$ cat src/core/wwd_consts.svh
// Constants of the window watchdog: offsets, fields, reset values and timing
`ifndef WWD_CONSTS_SVH
`define WWD_CONSTS_SVH

// ----------------------------------------
// Register offsets on the die link
// ----------------------------------------
`define WWD_CONFIG_OFS 8'h00
`define WWD_SERVICE_OFS 8'h01

// ----------------------------------------
// Field positions
// ----------------------------------------
`define WWD_DISABLED_BIT 7
`define WWD_WINDOW_OPEN_BIT 6
`define WWD_TSEL_MSB 2
`define WWD_TSEL_LSB 0

// ----------------------------------------
// Reset values and service codes
// ----------------------------------------
`define WWD_TSEL_RESET 3'h0
`define WWD_SERVICE_RESET 8'h00
`define WWD_CODE_FIRST 8'hAA
`define WWD_CODE_SECOND 8'h55

// ----------------------------------------
// Timing
// ----------------------------------------
`define WWD_CLK_KHZ 25000
`define WWD_UNIT_MS 10
`define WWD_INIT_MS 200
`define WWD_UNIT_CYCLES (`WWD_UNIT_MS * `WWD_CLK_KHZ)
`define WWD_INIT_CYCLES (`WWD_INIT_MS * `WWD_CLK_KHZ)
`define WWD_CNT_W 26

`endif

$ cat src/core/wwd_pkg.sv
// Types shared by the window watchdog modules
package wwd_pkg;
    typedef logic [7:0] wwd_byte_t;
    typedef logic [2:0] wwd_tsel_t;
    typedef logic [25:0] wwd_cnt_t;
    typedef enum logic [1:0] {
        ST_OFF = 2'b00,
        ST_INIT = 2'b01,
        ST_WINDOW = 2'b10
    } wwd_state_t;
endpackage

$ cat src/core/wwd_limit.sv
// Window timeout length and half-window point from the timeout select
`timescale 1ns/1ps
`include "wwd_consts.svh"
module wwd_limit #(
    parameter wwd_pkg::wwd_cnt_t UNIT_CYCLES = wwd_pkg::wwd_cnt_t'(`WWD_UNIT_CYCLES)
) (
    input wire wwd_pkg::wwd_tsel_t tsel, // Timeout select code
    output wwd_pkg::wwd_cnt_t limit, // Full timeout in cycles
    output wwd_pkg::wwd_cnt_t half // First half of the timeout
);
    import wwd_pkg::*;

    // Code n gives the base unit doubled n times
    assign limit = UNIT_CYCLES << tsel;
    assign half = limit >> 1;
endmodule

$ cat src/core/wwd_sync.sv
// Two-flop synchroniser for a level from outside the clock domain
`timescale 1ns/1ps
module wwd_sync (
    input wire logic clk, // Base clock
    input wire logic rst, // Synchronous reset, high
    input wire logic din, // Asynchronous level
    output logic dout // Synchronised level
);
    logic meta;

    // Only the second flop reads the first
    always_ff @(posedge clk) begin
        if (rst) begin
            meta <= 1'b0;
            dout <= 1'b0;
        end else begin
            meta <= din;
            dout <= meta;
        end
    end
endmodule

$ cat src/core/wwd_top.sv
// Window watchdog with its configuration and service registers
`timescale 1ns/1ps
`include "wwd_consts.svh"

// Notes on behaviour
// - Runs only in Normal mode, on its own base clock.
// - Timeout select bits 2..0 give 10 ms doubling up to 1280 ms.
// - Inactive in low power; a read in Stop shows the disabled flag set.
// - After reset a fixed initial timeout runs, window flag set, config writable.
// - Initial phase: timeout or any non-0xAA service write causes reset.
// - Window mode refuses service in first half; service due in second half.
// - Bit 6 reads whether the service window is open now.
// - Window mode: timeout or wrong service value forces a watchdog reset.
// - Test-pin disable stops the watchdog; bit 7 reads disabled.
// - Disabling restores the service register; re-enable restarts initial sequence.
// - Service writes while disabled are ignored.
// - Low power halts the watchdog and restores the service register.
module wwd_top #(
    parameter wwd_pkg::wwd_cnt_t UNIT_CYCLES = wwd_pkg::wwd_cnt_t'(`WWD_UNIT_CYCLES),
    parameter wwd_pkg::wwd_cnt_t INIT_CYCLES = wwd_pkg::wwd_cnt_t'(`WWD_INIT_CYCLES)
) (
    input wire logic CLK, // Base clock, 25 MHz
    input wire logic SYS_RST, // Analog reset, synchronous, high
    input wire logic NORMAL_MODE, // High in Normal mode, low in low power
    input wire logic TEST_DISABLE, // Test-pin disable condition, async
    input wire wwd_pkg::wwd_byte_t REG_ADDR, // Register offset
    input wire logic REG_WR, // Write strobe
    input wire logic REG_RD, // Read strobe
    input wire wwd_pkg::wwd_byte_t REG_WDATA, // Write data
    output wwd_pkg::wwd_byte_t REG_RDATA, // Read data, registered
    output logic WDG_RESET, // Watchdog reset pulse
    output logic WDG_DISABLED // Watchdog disabled level
);
    import wwd_pkg::*;

    // ----------------------------------------
    // Declarations
    // ----------------------------------------
    wwd_state_t state;
    wwd_state_t next_state;
    wwd_cnt_t cnt;
    wwd_cnt_t next_cnt;
    wwd_cnt_t win_limit;
    wwd_cnt_t win_half;
    wwd_tsel_t tsel;
    wwd_byte_t service;
    wwd_byte_t expect_val;
    wwd_byte_t cfg_read;
    logic expect_first;
    logic next_expect_first;
    logic next_fire;
    logic test_dis_s;
    logic enabled;
    logic cfg_wr;
    logic svc_wr;
    logic win_open;
    logic window_open_flag;

    // ----------------------------------------
    // Input crossing and enables
    // ----------------------------------------
    wwd_sync u_test_sync (
        .clk(CLK),
        .rst(SYS_RST),
        .din(TEST_DISABLE),
        .dout(test_dis_s)
    );

    assign enabled = NORMAL_MODE && !test_dis_s;
    assign cfg_wr = REG_WR && (REG_ADDR == `WWD_CONFIG_OFS);
    assign svc_wr = REG_WR && (REG_ADDR == `WWD_SERVICE_OFS);

    // ----------------------------------------
    // Timeout length
    // ----------------------------------------
    wwd_limit #(
        .UNIT_CYCLES(UNIT_CYCLES)
    ) u_limit (
        .tsel(tsel),
        .limit(win_limit),
        .half(win_half)
    );

    assign win_open = (cnt >= win_half);
    // Flag set throughout the initial phase
    assign window_open_flag = (state == ST_INIT) || ((state == ST_WINDOW) && win_open);
    assign expect_val = expect_first ? `WWD_CODE_FIRST : `WWD_CODE_SECOND;

    // ----------------------------------------
    // Watchdog sequence
    // ----------------------------------------
    always_comb begin
        next_state = state;
        next_cnt = cnt + wwd_cnt_t'(1);
        next_expect_first = expect_first;
        next_fire = 1'b0;
        if (!enabled) begin
            next_state = ST_OFF;
            next_cnt = '0;
            next_expect_first = 1'b1;
        end else begin
            unique case (state)
                ST_OFF: begin
                    next_state = ST_INIT;
                    next_cnt = '0;
                    next_expect_first = 1'b1;
                end
                ST_INIT: begin
                    if (svc_wr) begin
                        if (REG_WDATA == `WWD_CODE_FIRST) begin
                            next_state = ST_WINDOW;
                            next_cnt = '0;
                            next_expect_first = 1'b0;
                        end else begin
                            next_fire = 1'b1;
                        end
                    end else if (cnt == INIT_CYCLES - wwd_cnt_t'(1)) begin
                        next_fire = 1'b1;
                    end
                end
                ST_WINDOW: begin
                    if (svc_wr) begin
                        // Early service is refused and trips
                        if (win_open && (REG_WDATA == expect_val)) begin
                            next_cnt = '0;
                            next_expect_first = !expect_first;
                        end else begin
                            next_fire = 1'b1;
                        end
                    end else if (cnt == win_limit - wwd_cnt_t'(1)) begin
                        next_fire = 1'b1;
                    end
                end
                default: begin
                    next_state = ST_OFF;
                    next_cnt = '0;
                end
            endcase
            // A trip starts the device over from the initial phase
            if (next_fire) begin
                next_state = ST_INIT;
                next_cnt = '0;
                next_expect_first = 1'b1;
            end
        end
    end

    always_ff @(posedge CLK) begin
        if (SYS_RST) begin
            state <= ST_OFF;
            cnt <= '0;
            expect_first <= 1'b1;
        end else begin
            state <= next_state;
            cnt <= next_cnt;
            expect_first <= next_expect_first;
        end
    end

    always_ff @(posedge CLK) begin
        if (SYS_RST) begin
            WDG_RESET <= 1'b0;
        end else begin
            WDG_RESET <= next_fire;
        end
    end

    // ----------------------------------------
    // Registers
    // ----------------------------------------
    // Timeout select
    // Writable anytime; initial phase ignores it
    always_ff @(posedge CLK) begin
        if (SYS_RST) begin
            tsel <= `WWD_TSEL_RESET;
        end else if (cfg_wr) begin
            tsel <= REG_WDATA[`WWD_TSEL_MSB:`WWD_TSEL_LSB];
        end
    end

    always_ff @(posedge CLK) begin
        if (SYS_RST) begin
            service <= `WWD_SERVICE_RESET;
        end else if (!enabled) begin
            service <= `WWD_SERVICE_RESET;
        end else if (svc_wr) begin
            service <= REG_WDATA;
        end
    end

    always_comb begin
        cfg_read = 8'h00;
        // Disabled flag set in low power
        cfg_read[`WWD_DISABLED_BIT] = !enabled;
        cfg_read[`WWD_WINDOW_OPEN_BIT] = window_open_flag;
        cfg_read[`WWD_TSEL_MSB:`WWD_TSEL_LSB] = tsel;
    end

    always_ff @(posedge CLK) begin
        if (SYS_RST) begin
            REG_RDATA <= 8'h00;
        end else if (REG_RD) begin
            if (REG_ADDR == `WWD_CONFIG_OFS) begin
                REG_RDATA <= cfg_read;
            end else if (REG_ADDR == `WWD_SERVICE_OFS) begin
                REG_RDATA <= service;
            end else begin
                REG_RDATA <= 8'h00;
            end
        end
    end

    always_ff @(posedge CLK) begin
        if (SYS_RST) begin
            WDG_DISABLED <= 1'b0;
        end else begin
            WDG_DISABLED <= !enabled;
        end
    end
endmodule

$ cat config.mk
export PLATFORM = sky130hd
export DESIGN_NAME = wwd_top
export DESIGN_NICKNAME = d
export VERILOG_FILES = /design/src/core/wwd_pkg.sv /design/src/core/wwd_limit.sv /design/src/core/wwd_sync.sv /design/src/core/wwd_top.sv
export VERILOG_INCLUDE_DIRS = /design/src /design/src/core
export SDC_FILE = /design/constraint.sdc
export NUM_CORES = 1
export LEC_CHECK = 0
export ABC_AREA = 0
export BUFFER_PORTS_ARGS = -buffer_cell sky130_fd_sc_hd__buf_2
export CORE_MARGIN = 8
export CORE_UTILIZATION = 66
export CTS_CLUSTER_DIAMETER = 40
export DETAILED_ROUTE_END_ITERATION = 8
export GPL_ROUTABILITY_DRIVEN = 0
export PLACE_DENSITY = 0.87
export SLEW_MARGIN = 20
export SYNTH_ARGS = -nofsm -noshare
export SYNTH_HDL_FRONTEND = slang
export SYNTH_SLANG_ARGS = --single-unit
export TNS_END_PERCENT = 10
$ cat constraint.sdc
create_clock -name CLK -period 7.75 [get_ports CLK]
set_clock_uncertainty 0.2 [all_clocks]
set_input_delay 1.55 -clock CLK [delete_from_list [all_inputs] [get_ports CLK]]
set_output_delay 1.55 -clock CLK [all_outputs]
set_load 0.03 [all_outputs]
==> metrics.txt <==
Worst Setup SP tsel[1]$_SDFFE_PP0P_; RSZ-0062 raised after global routing false; Tightest Pin Transition 0.900 ns; share of cells above drive strength 1 roughly a tenth; 1st-pass router iterations 5; reg-to-reg slack, setup 3.28 ns; RR Endpoint cnt[12]$_SDFF_PP0_; fin crit share between 50% and 60%; Via Count roughly 3,800; Crit Path Max Fanout 26; Layout Cell Area excl Fill slightly above 0.004 mm²; storage element area between 0.001 and 0.0015 mm²; most frequent cell after synthesis nand2_1; Layout fillers 470; Slew Viols, Final 0; critical-path cell list inv_1 > ha_1 > mux2i_1 > ha_1 > a21o_1 > a21o_1 > a211oi_1 > a211oi_1 > o21ai_0 > and4_1 > nand2_1 > nor2_1; Hold Path End service[0]$_SDFFE_PP0P_; Max Root-Sink Buffers 2; RR Startpoint tsel[1]$_SDFFE_PP0P_; Setup crit start kind flop; insertion delay to the later sink of the worst-skew pair about 0.32 ns; Max IR drop VDD about 110 µV; Root Buffer clkbuf_8; worst path bufs/invs 1; crit path DAT roughly 4.5 ns; initial antenna violation count 0; cell area after synthesis 0.00394 mm²; # setup viols final 0; FF+latch count, synth 52; cts bufs inserted 5; Util after Layout roughly 70%; R2R depth 12; Ys Warns 0; total wire length between 10,000 and 15,000 µm; DIE HEIGHT 93.2 µm; Post-DP HPWL roughly 7600 µm; endpoint type of the worst setup path flop; DRC Markers 0; post-synthesis mux area share approximately 2.6%; count of boundary I/O pins 32; Nets 574; Post-CTS Setup Bufs 0; vias in the first global route 3,496; CP delay by family, top simple AND/OR/NAND/NOR gates; Gates resized, CTS repair 0; distinct cell type count after synthesis 54; CP Class reg -> reg; hold_buf cts 0; Req. time, crit path between 7 and 8 ns; final setup TNS 0 ns; Fin. Hold Viols 0; compound-gate portion of the synthesized area roughly 16%; CTS tree yes; Syn Nets ~570; GR Util All Layers a little under a quarter; Fmax between 0.2 and 0.25 GHz; Synth Area in Adders 10.8%; Hold WC Path Type reg -> reg; Post-Synth XOR/XNOR Area 9.57%; status completed; main combinational cell family by area after synthesis simple AND/OR/NAND/NOR gates; top cells by count, synth 68 x nand2_1, 52 x dfxtp_1, 44 x nor2_1; Ant. Diodes 0; multi-input logic area approximately 0.0027 mm²; Port Buffers 31; drt wl/cell 17.3 µm; largest net degree at the start of global routing 42; area post-placement slightly above 0.004 mm²; grt ovf 0; Clk pin slew, worst setup/hold paths around 0.10 ns; Post-Synth Simple-Gate Area between 20 and 30%; initial core utilization 67.3%; Post-synth ARST share 0%; H-tree levels 2; Hold Path Depth 2; Primary FF master, synth dfxtp_1; first-pass GRT wire length ~17,000 µm; area share of the largest cell type after synthesis 26.5%; number of synthesized flops with an enable pin 0; synth top area cells dfxtp_1 26%, ha_1 11%, nand2_1 6.5%; sequential fraction of the synthesis area roughly a quarter; drt first-iter violations ~480; P_leak 0.00167 µW; Final Critical Period 4.47 ns; DRT antenna net count 0; area delta synth->final 4.90%; clk sinks 52; hold wc startpoint service[0]$_SDFFE_PP0P_; Max-slew headroom between 40% and 50%; slowest stage delay, CP 0.81 ns; row count 28; Die Wd between 90 and 100 µm; Max Cap Viol 0; Via density about 6.4; Core ar. 0.00585 mm²; Syn Inst Count roughly 500; Worst path slowest cell and4_1; Avg Cell Area, Syn just under 8 µm²; Pwr Density 112 mW/mm²; leading area contributor after synthesis dfxtp_1; Die ar. between 0.008 and 0.009 mm²
## power breakdown
part           internal, µW  total (µW)  leakage (µW)  switching [µW]
Sequential              269         270      0.000420            1.13
Combinational          10.9        25.8       0.00121            14.9
Clock                  66.1         168     0.0000452             102
Total                   346         464       0.00167             118
## stage by stage
step	std cells	setup WS, ns	total power [µW]	hold slack (ns)
final	594	3.28	464	0.266
after global routing	594	2.94	473	0.287
after floorplan	509	3.92	290	0.214
after detailed placement	586	3.13	301	0.249
after global placement	586	3.20	300	0.226
after CTS	594	3.37	463	0.264
## worst register-to-register path, stage by stage (launching register included)
cell	delay (ns)
dfxtp_1	0.72
inv_1	0.30
ha_1	0.41
mux2i_1	0.26
ha_1	0.29
a21o_1	0.16
a21o_1	0.20
a211oi_1	0.31
a211oi_1	0.16
o21ai_0	0.26
and4_1	0.81
nand2_1	0.18
nor2_1	0.13
## cell type report
type,instances,share of cell area (%)
clock buffer,5,1.67
clock inverter,3,0.606
inverter,18,1.64
multi-input combinational,408,64.5
sequential,52,25.2
tap,75,2.27
timing repair buffer,33,4.12
## how the worst max path moves through the flow
stage	depth (start not counted)	to	slack [ns]
global route	14	cnt[11]$_SDFF_PP0_	2.94
detailed placement	10	WDG_RESET$_SDFF_PP0_	3.13
finish	12	cnt[12]$_SDFF_PP0_	3.28
global placement	9	WDG_RESET$_SDFF_PP0_	3.20
floorplan	11	cnt[7]$_SDFF_PP0_	3.92
CTS	12	WDG_RESET$_SDFF_PP0_	3.37
## layer usage
layer	global-route usage, %	vias to the layer above	wire (µm)
li1	-	1803	-
met1	28.7	1765	4310
met2	39.6	177	4840
met3	4.33	31	870
met4	8.05	0	244
met5	0	-	0
## flip-flops by register name, summed over array words and instances (netlist names)
register / cells
REG_RDATA: 8
WDG_DISABLED: 1
WDG_RESET: 1
cnt: 26
expect_first: 1
service: 8
state: 2
tsel: 3
u_test_sync.dout: 1
u_test_sync.meta: 1
## logic make-up (layout without fill, tap and decap cells)
group	after synthesis	after routing
fa+ha+maj	34	34
xor+xnor	43	43
simple gates	221	221
compound gates	100	100
flops	52	52
buf+inv	49	59
mux	10	10
## cells in the final DEF, fill, tap and decap left out, types with 2 or more instances in the layout
master     count
nor4bb_1       5
o211ai_1       3
nand2b_1      14
and3_1         5
and2_1         5
a211oi_1       6
buf_4          2
buf_2         31
or2_2          3
a22oi_1        2
a21oi_1       34
mux2i_1        9
o2111ai_1      5
and4_1         4
nor2b_1        7
o21a_1         4
nor4_1         9
nand2_1       68
a2111o_1       2
o22ai_1        4
dfxtp_1       52
nor4b_1        2
nor2_1        44
a211o_1        2
xnor2_1       28
nand4_1        9
inv_1         18
or4_1          3
inv_6          2
or3_1          2
xor2_1        15
o21ai_0       21
clkbuf_8       5
nor3b_1        7
nand3_1       21
a31oi_1        4
a21o_1         4
ha_1          34
nor3_1         8
Note: power is estimated with default switching activity, not from simulation.
